$ cat src/pkg/crs_pkg.sv
package crs_pkg;

  // clock of the sequencer, also the processor bus clock in this system
  localparam int unsigned CLK_PERIOD_NS = 100;

  // least reset width, counted once supply and clock are stable
  localparam int unsigned RESET_MIN_NS = 1000000;
  localparam int unsigned RESET_MIN_CYC = (RESET_MIN_NS + CLK_PERIOD_NS - 1) / CLK_PERIOD_NS;

  // least set-up of the clock-ratio straps before reset release
  localparam int unsigned RATIO_SETUP_NS = 1000000;
  localparam int unsigned RATIO_SETUP_CYC = (RATIO_SETUP_NS + CLK_PERIOD_NS - 1) / CLK_PERIOD_NS;

  // clock start window that would waive the power-good low width (not exploited)
  localparam int unsigned CLK_FAST_START_NS = 150;

  // bus clock counts
  localparam int unsigned CLK_STABLE_CLKS = 10;
  localparam int unsigned PG_LOW_CLKS = 10;
  localparam int unsigned STRAP_SETUP_CLKS = 4;
  localparam int unsigned STRAP_HOLD_MIN_CLKS = 2;
  localparam int unsigned STRAP_HOLD_MAX_CLKS = 20;
  localparam int unsigned RATIO_DRIVE_MAX_CLKS = 5;
  localparam int unsigned READY_GAP_CLKS = 3;

  // least pulse widths of the sideband pins
  typedef logic [2:0] crs_width_t;
  localparam crs_width_t SB_MIN_W = 3'h2;
  localparam crs_width_t LINT_EDGE_MIN_W = 3'h6;

  // long cycle counter
  typedef logic [15:0] crs_cnt_t;

  // configuration straps sampled by the processor at reset release
  typedef struct packed {
    logic [9:0] addr;
    logic bus_request_zero_n;
    logic flush_n;
    logic init_n;
  } crs_straps_s;

  // clock-ratio straps, carried on sideband pins during reset
  typedef struct packed {
    logic addr_bit20_mask_n;
    logic ignore_fpu_error_n;
    logic [1:0] local_irq_pins;
  } crs_ratio_s;

  // sideband pins towards the processor
  typedef struct packed {
    logic legacy_maskable_irq;
    logic nmi;
    logic addr_bit20_mask_n;
    logic ignore_fpu_error_n;
    logic [1:0] local_irq_pins;
  } crs_sb_s;

  localparam int unsigned SB_BITS = 6;
  localparam crs_sb_s SB_IDLE = 6'h0c;
  localparam int unsigned SB_LINT0 = 0;
  localparam int unsigned SB_LINT1 = 1;
  localparam int unsigned SB_ADDR20_MASK = 3;
  localparam int unsigned SB_FPU_ERR_IGNORE = 2;

  // sequencer states, one-hot
  typedef enum logic [5:0] {
    ST_OFF = 6'h01,
    ST_CLK_CNT = 6'h02,
    ST_RESET = 6'h04,
    ST_HOLD = 6'h08,
    ST_RUN = 6'h10,
    ST_PG_DROP = 6'h20
  } crs_state_e;

endpackage

$ cat src/design/crs_min_width.sv
// holds each level of a sideband pin for a least number of clocks
module crs_min_width import crs_pkg::*; #(
  parameter logic IDLE = 1'b0
) (
  input wire logic clock_i,
  input wire logic rst_n_i,
  input wire logic req_i,
  input wire crs_width_t min_i,
  output logic level_o
);

  crs_width_t age_reg; // clocks since the last change, saturating
  logic level_reg; // level on the pin

  // follow the request once the current level has stood long enough
  always_ff @(posedge clock_i or negedge rst_n_i) begin
    if (!rst_n_i) begin
      level_reg <= IDLE;
      age_reg <= 3'h7;
    end else if (req_i != level_reg && age_reg >= min_i - 3'h1) begin
      level_reg <= req_i;
      age_reg <= 3'h0;
    end else if (age_reg != 3'h7) begin
      age_reg <= age_reg + 3'h1;
    end
  end

  assign level_o = level_reg;

endmodule

$ cat src/design/crs_sequencer.sv
// Function
// - hold processor reset at least 1 ms
// - assert reset freely, release on clock edge
// - three clocks between ready-strobe deassertions
// - sideband levels stand at least 2 clocks
// - edge local interrupt pulses last 6 clocks
// - power-good low at least 10 clocks
// - power-good rises once after 10 stable clocks
// - fast clock start waives power-good width (waiver not used: the clock is always counted first)
// - config straps final 4 clocks before release
// - config straps held 2 to 20 clocks
// - ratio straps set 1 ms before release
// - ratio straps driven within 5 clocks
// - ratio straps held 2 to 20 clocks
// - ratio during reset final or lower
module crs_sequencer import crs_pkg::*; #(
  parameter int unsigned RESET_CYC = RESET_MIN_CYC,
  parameter int unsigned RATIO_CYC = RATIO_SETUP_CYC
) (
  input wire logic clock_i,
  input wire logic arst_n_i,
  input wire logic supply_ok_i,
  input wire logic clk_stable_i,
  input wire logic warm_reset_req_i,
  input wire logic power_cycle_req_i,
  input wire crs_straps_s straps_i,
  input wire crs_ratio_s ratio_i,
  input wire crs_sb_s sb_req_i,
  input wire logic lapic_en_i,
  input wire logic [1:0] lint_edge_i,
  input wire logic ready_req_i,
  output logic power_ok_in_o,
  output logic cpu_reset_n_o,
  output crs_straps_s straps_o,
  output logic straps_oe_o,
  output crs_sb_s sb_pins_o,
  output logic target_ready_n_o,
  output logic ready_pending_o,
  output logic running_o
);

  // longest of the three set-up demands before reset release
  localparam int unsigned REL_AB = (RESET_CYC > RATIO_CYC) ? RESET_CYC : RATIO_CYC;
  localparam int unsigned REL_CYC = (REL_AB > STRAP_SETUP_CLKS) ? REL_AB : STRAP_SETUP_CLKS;

  logic rst_meta; // reset synchroniser, first stage
  logic rst_n; // released reset for the whole design
  logic supply_meta; // supply good synchroniser, first stage
  logic supply_ok; // supply good, synchronised
  logic stable_meta; // clock stable synchroniser, first stage
  logic clk_stable; // clock stable, synchronised

  crs_state_e state_reg; // sequencer state
  crs_state_e state_next;
  crs_cnt_t cnt_reg; // cycles spent in the present state
  crs_cnt_t cnt_next;
  logic capture; // straps are latched on entry to reset

  crs_straps_s straps_reg; // latched config straps
  crs_ratio_s ratio_reg; // latched clock ratio
  logic pg_reg; // power-good pin
  logic rst_out_n_reg; // processor reset pin
  logic oe_reg; // strap pins driven
  crs_straps_s straps_out_reg; // strap pin levels
  crs_sb_s sb_reg; // sideband pin levels
  logic run_reg; // sequence complete

  crs_sb_s sb_gated; // requests after controller-mode gating
  crs_sb_s sb_shaped; // requests after width shaping
  crs_width_t sb_min [SB_BITS]; // least width per pin

  logic pend_reg; // ready strobe waiting
  logic ready_n_reg; // ready strobe pin
  logic [1:0] gap_reg; // clocks since the last strobe deassertion
  logic fire; // strobe goes active this edge

  // external reset released through two flops; assertion stays asynchronous
  always_ff @(posedge clock_i or negedge arst_n_i) begin
    if (!arst_n_i) begin
      rst_meta <= 1'b0;
      rst_n <= 1'b0;
    end else begin
      rst_meta <= 1'b1;
      rst_n <= rst_meta;
    end
  end

  // supply and clock status arrive from analog monitors
  always_ff @(posedge clock_i or negedge rst_n) begin
    if (!rst_n) begin
      supply_meta <= 1'b0;
      supply_ok <= 1'b0;
      stable_meta <= 1'b0;
      clk_stable <= 1'b0;
    end else begin
      supply_meta <= supply_ok_i;
      supply_ok <= supply_meta;
      stable_meta <= clk_stable_i;
      clk_stable <= stable_meta;
    end
  end

  // next state and counter
  always_comb begin
    state_next = state_reg;
    cnt_next = cnt_reg + 16'h1;
    capture = 1'b0;
    case (state_reg)
      ST_OFF: begin
        cnt_next = 16'h0;
        if (supply_ok) begin
          state_next = ST_CLK_CNT;
        end
      end
      ST_CLK_CNT: begin
        // the fast-start waiver is not used: the clock is always counted first
        if (!clk_stable) begin
          cnt_next = 16'h0;
        end else if (cnt_reg == 16'(CLK_STABLE_CLKS - 1)) begin
          // power-good rises only after the clock ran cleanly
          state_next = ST_RESET;
          cnt_next = 16'h0;
          capture = 1'b1;
        end
      end
      ST_RESET: begin
        // reset and both strap set-ups are covered by one wait
        if (cnt_reg >= 16'(REL_CYC - 1)) begin
          state_next = ST_HOLD;
          cnt_next = 16'h0;
        end
      end
      ST_HOLD: begin
        // straps stay for the full hold window after release
        if (cnt_reg == 16'(STRAP_HOLD_MAX_CLKS - 1)) begin
          state_next = ST_RUN;
          cnt_next = 16'h0;
        end
      end
      ST_RUN: begin
        cnt_next = 16'h0;
        if (power_cycle_req_i) begin
          state_next = ST_PG_DROP;
        end else if (warm_reset_req_i) begin
          state_next = ST_RESET;
          capture = 1'b1;
        end
      end
      ST_PG_DROP: begin
        // power-good stays low for its least width
        if (cnt_reg == 16'(PG_LOW_CLKS - 1)) begin
          state_next = ST_CLK_CNT;
          cnt_next = 16'h0;
        end
      end
      default: begin
        state_next = ST_OFF;
        cnt_next = 16'h0;
      end
    endcase
    // loss of supply overrides everything
    if (!supply_ok) begin
      state_next = ST_OFF;
      cnt_next = 16'h0;
      capture = 1'b0;
    end
  end

  // state register
  always_ff @(posedge clock_i or negedge rst_n) begin
    if (!rst_n) begin
      state_reg <= ST_OFF;
      cnt_reg <= 16'h0;
    end else begin
      state_reg <= state_next;
      cnt_reg <= cnt_next;
    end
  end

  // straps are latched once so the ratio cannot move during reset
  always_ff @(posedge clock_i or negedge rst_n) begin
    if (!rst_n) begin
      straps_reg <= '0;
      ratio_reg <= '0;
    end else if (capture) begin
      straps_reg <= straps_i;
      ratio_reg <= ratio_i;
    end
  end

  // power-good and reset pins
  always_ff @(posedge clock_i or negedge rst_n) begin
    if (!rst_n) begin
      // reset reaches the pin without waiting for a clock
      pg_reg <= 1'b0;
      rst_out_n_reg <= 1'b0;
      run_reg <= 1'b0;
    end else begin
      pg_reg <= (state_next == ST_RESET) || (state_next == ST_HOLD) || (state_next == ST_RUN);
      // release happens only on a clock edge
      rst_out_n_reg <= (state_next == ST_HOLD) || (state_next == ST_RUN);
      run_reg <= state_next == ST_RUN;
    end
  end

  // configuration strap pins
  always_ff @(posedge clock_i or negedge rst_n) begin
    if (!rst_n) begin
      oe_reg <= 1'b0;
      straps_out_reg <= '0;
    end else begin
      oe_reg <= (state_next == ST_RESET) || (state_next == ST_HOLD);
      // final values from the first clock of reset
      straps_out_reg <= capture ? straps_i : straps_reg;
    end
  end

  // pins for the legacy pair open only without the local controller
  always_comb begin
    sb_gated = SB_IDLE;
    if (lapic_en_i) begin
      sb_gated.local_irq_pins = sb_req_i.local_irq_pins;
    end else begin
      sb_gated.legacy_maskable_irq = sb_req_i.legacy_maskable_irq;
      sb_gated.nmi = sb_req_i.nmi;
    end
    sb_gated.addr_bit20_mask_n = sb_req_i.addr_bit20_mask_n;
    sb_gated.ignore_fpu_error_n = sb_req_i.ignore_fpu_error_n;
  end

  // one width shaper per sideband pin
  for (genvar i = 0; i < SB_BITS; i++) begin : g_sb
    if (i == SB_LINT0 || i == SB_LINT1) begin : g_lint
      // edge-configured local pins need the longer pulse
      assign sb_min[i] = (lapic_en_i && lint_edge_i[i]) ? LINT_EDGE_MIN_W : SB_MIN_W;
    end else begin : g_plain
      // plain sideband width
      assign sb_min[i] = SB_MIN_W;
    end
    crs_min_width #(
      .IDLE(SB_IDLE[i])
    ) u_width (
      .clock_i(clock_i),
      .rst_n_i(rst_n),
      .req_i(sb_gated[i]),
      .min_i(sb_min[i]),
      .level_o(sb_shaped[i])
    );
  end

  // sideband pins carry the ratio outside normal running
  always_ff @(posedge clock_i or negedge rst_n) begin
    if (!rst_n) begin
      sb_reg <= SB_IDLE;
    end else if (state_next == ST_RUN) begin
      sb_reg <= sb_shaped;
    end else begin
      sb_reg <= SB_IDLE;
      // ratio appears on the same edge that asserts reset
      if (capture) begin
        {sb_reg.addr_bit20_mask_n, sb_reg.ignore_fpu_error_n, sb_reg.local_irq_pins} <= ratio_i;
      end else if (state_next == ST_RESET || state_next == ST_HOLD) begin
        // held through reset and the hold window
        {sb_reg.addr_bit20_mask_n, sb_reg.ignore_fpu_error_n, sb_reg.local_irq_pins} <= ratio_reg;
      end else begin
        {sb_reg.addr_bit20_mask_n, sb_reg.ignore_fpu_error_n, sb_reg.local_irq_pins} <= ratio_i;
      end
    end
  end

  // a waiting strobe fires only after the deassertion gap
  assign fire = pend_reg && ready_n_reg && run_reg && (gap_reg >= 2'(READY_GAP_CLKS - 2));

  // ready strobe, one clock active, spaced by the gap counter
  always_ff @(posedge clock_i or negedge rst_n) begin
    if (!rst_n) begin
      pend_reg <= 1'b0;
      ready_n_reg <= 1'b1;
      gap_reg <= 2'h3;
    end else begin
      // a new request in the firing cycle is kept
      pend_reg <= (pend_reg && !fire) || (ready_req_i && run_reg);
      ready_n_reg <= !fire;
      if (!ready_n_reg) begin
        gap_reg <= 2'h0;
      end else if (gap_reg != 2'h3) begin
        gap_reg <= gap_reg + 2'h1;
      end
    end
  end

  assign power_ok_in_o = pg_reg;
  assign cpu_reset_n_o = rst_out_n_reg;
  assign straps_o = straps_out_reg;
  assign straps_oe_o = oe_reg;
  assign sb_pins_o = sb_reg;
  assign target_ready_n_o = ready_n_reg;
  assign ready_pending_o = pend_reg;
  assign running_o = run_reg;

endmodule

$ cat config.mk
export PLATFORM = sky130hd
export DESIGN_NAME = crs_sequencer
export DESIGN_NICKNAME = d
export VERILOG_FILES = /design/src/pkg/crs_pkg.sv /design/src/design/crs_min_width.sv /design/src/design/crs_sequencer.sv
export SDC_FILE = /design/constraint.sdc
export NUM_CORES = 1
export LEC_CHECK = 0
export BUFFER_PORTS_ARGS = -buffer_cell sky130_fd_sc_hd__buf_4
export CAP_MARGIN = 20
export CORE_MARGIN = 4
export CORE_UTILIZATION = 57
export DETAILED_ROUTE_END_ITERATION = 6
export MAX_ROUTING_LAYER = met4
export PLACE_DENSITY = 0.8
export SLEW_MARGIN = 20
export SYNTH_ARGS = -nofsm -noshare
export SYNTH_HDL_FRONTEND = slang
export SYNTH_SLANG_ARGS = --single-unit
$ cat constraint.sdc
create_clock -name clock_i -period 3.5 [get_ports clock_i]
set_clock_uncertainty 0.05 [all_clocks]
set_input_delay 0.7 -clock clock_i [delete_from_list [all_inputs] [get_ports clock_i]]
set_output_delay 0.7 -clock clock_i [all_outputs]
set_load 0.02 [all_outputs]
==> summary.json <==
{
  "global_routing": {
    "wire_length_of_the_first_global_routing_pass_mm": 13.04,
    "globalRouteTotalUtil_pct": 19.85,
    "grt_max_degree": 82,
    "first_global_vias": 2851,
    "antenna_found_initial": 0,
    "globalRouteOverflowTotal": 0
  },
  "sta": {
    "finalSetupViolations": 0,
    "rsz0062_at_grt": "no",
    "fin_crit_sh_pct": 75.01,
    "setup-tns-final_ns": 0,
    "finalWorstPathRequiredPeriod_ns": 2.625,
    "max_clock_freq_mhz": 380.9,
    "max_slew.worst_pin.slew_ns": 0.8420,
    "timing.final.hold_violations": 0,
    "report.final.slew_viol_count": 0,
    "finalHoldWorstSlack_ns": 0.07243,
    "maxSlewHeadroom_pct": 43.87
  },
  "worst_setup_path": {
    "crit_reg_reg_startpoint": "state_reg[3]",
    "worstPathCellList": "nor4_2, nand3_1, nor3_1, a21oi_1, nand2b_1, mux2_2",
    "path_delay_family": "simple AND/OR/NAND/NOR gates",
    "timing.critical_path.slowest_stage_cell": "sky130_fd_sc_hd__nand2b_1",
    "ff2ff_path_depth": 6,
    "startpoint": "state_reg[3]",
    "crit_arrival_ns": 2.81,
    "timing.critical_path.required_ns": 3.68,
    "rrSetupSlack_ns": 0.87,
    "worst_setup_path_type": "reg -> reg",
    "startpoint_kind_of_the_worst_setup_timing_path": "flop",
    "cp.buffers_inverters": 0,
    "slowest_delay_ns": 0.54,
    "path_depth": 6,
    "crit_fanout": 17,
    "crit-reg2reg-capture": "ratio_reg[3]",
    "crit_end": "ratio_reg[3]",
    "endpoint_kind": "flop"
  },
  "final_layout": {
    "fin_area_mm2": 0.004765,
    "max_ffs_per_register": 18,
    "areaGrowthSynthToFinish_pct": 18.33,
    "nFillCells": 533,
    "layout.cells.most_common": "sky130_fd_sc_hd__nor2_1",
    "n_antenna_cell": 0,
    "drive_above_1_share_pct": 30.75,
    "total_number_of_nets_in_the_final_design": 478,
    "layout_common_cells": "sky130_fd_sc_hd__nor2_1, sky130_fd_sc_hd__buf_4, sky130_fd_sc_hd__dfrtp_1"
  },
  "cts": {
    "clock_tree.buffer_depth": 2,
    "cts_tree": "done",
    "clkLatencyLatePin_ns": 0.35,
    "cts_hold_buffers_added": 0,
    "cts_resized": 0,
    "cts_root_buffer": "sky130_fd_sc_hd__clkbuf_8",
    "cts.sinks": 83,
    "cts_made_buffers": 9,
    "clkSlewWorstSetupHoldPaths_ns": 0.07,
    "h-tree-depth": 3,
    "post_cts_setup_repair_buffer_count": 0
  },
  "power": {
    "p_per_area_mw_per_mm2": 588.5,
    "combPwrFrac_pct": 28.0,
    "clkPwrFrac_pct": 23.3,
    "ir_worst_vdd_mv": 0.3809,
    "power_switching_share_pct": 32.10,
    "power.share.sequential_pct": 48.7,
    "net-switching-power_uw": 900.1,
    "power_report.internal_total_uw": 1904,
    "power.static_leakage_uw": 0.002301
  },
  "placed_design": {
    "port_buffers": 57,
    "placedInstanceArea_mm2": 0.004552,
    "finalWeightedCongestion": 0.8746,
    "hpwl_mm": 5.515
  },
  "synthesis": {
    "synth_ff_type": "sky130_fd_sc_hd__dfrtp_1",
    "synth-edff-count": 0,
    "seq_area_frac_synth_pct": 52.39,
    "synth_top_cell_by_area": "sky130_fd_sc_hd__dfrtp_1",
    "async_reset_ff_share_pct": 100.0,
    "post_synthesis_mean_instance_area_um2": 11.31,
    "syn-instance-count": 356,
    "yosysTopAreaCellShare_pct": 35.43,
    "synthDistinctLibCells": 45,
    "cell_area_after_technology_mapping_mm2": 0.004026,
    "yosys_register_bits": 83,
    "syn-num-nets": 413,
    "yosys_warnings": 0,
    "netlist_top_cells_area": "sky130_fd_sc_hd__dfrtp_1, sky130_fd_sc_hd__dfstp_2, sky130_fd_sc_hd__ha_1"
  },
  "run": {
    "max_cap_viol_count": 0
  },
  "floorplan": {
    "core_area_mm2": 0.006832,
    "die_area_mm2": 0.008472,
    "design.portCount": 58,
    "num_rows": 30,
    "die_h_um": 92.05,
    "floorplan.initialDensity_pct": 58.94,
    "die_x_um": 92.05
  },
  "outcome": {
    "run_status": "finished, final reports clean"
  },
  "drt": {
    "initialDrtViolationCount": 130,
    "drt-vias-per-instance": 5.305,
    "drt_first_pass_iters": 4,
    "ant_nets": 0,
    "vias": 2769,
    "drt_drc_violations_left": 0,
    "total_detailed_routing_wirelength_mm": 7.629,
    "wire_per_inst_um": 14.61
  },
  "hold_path": {
    "min_path_type": "in -> async"
  }
}
cell families (layout without fill, tap and decap cells):
kind of cell	Yosys count	in the layout	share of synthesized area (%)
mux	29	29	7.893
simple gates	137	137	17.68
buf+inv	20	90	2.144
flops	83	83	52.39
fa+ha+maj	24	24	7.458
other cells	1	1	0.09314
xor+xnor	28	28	6.091
compound gates	34	34	6.246
power groups by stage:
stage	logic (uW)	registers, uW	clock network (uW)
finish	785	1360	655
global route	921	1390	717
CTS	781	1380	672
detailed placement	776	1390	0
global placement	725	1380	0
floorplan	565	1370	0
how the worst min path moves through the flow:
stage | to | cells after the start | slack, ns
6_report | rst_n | 1 | 0.07
5_1_grt | rst_n | 1 | 0.05
4_1_cts | rst_n | 1 | 0.06
3_5_place_dp | clk_stable | 0 | 0.28
3_3_place_gp | clk_stable | 0 | 0.28
2_1_floorplan | clk_stable | 0 | 0.28
routing by layer:
metal	up-vias	share of wire [%]	track usage, %
li1	1350	-	-
met1	1343	44	23.82
met2	65	49	32.54
met3	11	5.3	5.496
met4	0	1.4	6.559
met5	-	0	-
worst register-to-register path: stages, from the launching register on:
cell and delay [ns]:
sky130_fd_sc_hd__dfrtp_1 0.45, sky130_fd_sc_hd__nor4_2 0.50, sky130_fd_sc_hd__nand3_1 0.16, sky130_fd_sc_hd__nor3_1 0.26
sky130_fd_sc_hd__a21oi_1 0.09, sky130_fd_sc_hd__nand2b_1 0.54, sky130_fd_sc_hd__mux2_2 0.47
cells in the mapped netlist, types with 4 or more instances:
cell type	instances
sky130_fd_sc_hd__nor2_1	60
sky130_fd_sc_hd__dfrtp_1	57
sky130_fd_sc_hd__dfstp_2	26
sky130_fd_sc_hd__ha_1	24
sky130_fd_sc_hd__mux2_2	22
sky130_fd_sc_hd__inv_1	16
sky130_fd_sc_hd__nand3_1	15
sky130_fd_sc_hd__xnor2_1	15
sky130_fd_sc_hd__a21oi_1	13
sky130_fd_sc_hd__nand2_1	13
sky130_fd_sc_hd__xor2_1	13
sky130_fd_sc_hd__and2_1	8
sky130_fd_sc_hd__mux2i_1	7
sky130_fd_sc_hd__and3_1	6
sky130_fd_sc_hd__nor2b_1	6
sky130_fd_sc_hd__o21ai_0	5
sky130_fd_sc_hd__nor3_1	4
sky130_fd_sc_hd__nor4_1	4
sky130_fd_sc_hd__o221ai_1	4
area by class of cell:
type | count | area, um2 | area share, %
flip-flops and latches | 83 | 2113 | 44.35
multi-input cells | 253 | 1831 | 38.42
repair buffers | 58 | 455.4 | 9.559
clock buffers | 11 | 131.4 | 2.757
well taps | 96 | 120.1 | 2.521
inverters | 16 | 60.06 | 1.261
clock inverters | 5 | 53.80 | 1.129
through the flow:
step	worst slack, ns	power [uW]	std cells	util (%)
3_3_place_gp	0.9740	2102	505	66.63
3_5_place_dp	0.8596	2169	505	66.63
5_1_grt	0.6672	3030	522	69.74
2_1_floorplan	1.013	1939	356	-
6_report	0.8746	2804	522	69.74
4_1_cts	0.8533	2829	521	69.34
Note: power is estimated with default switching activity, not from simulation.
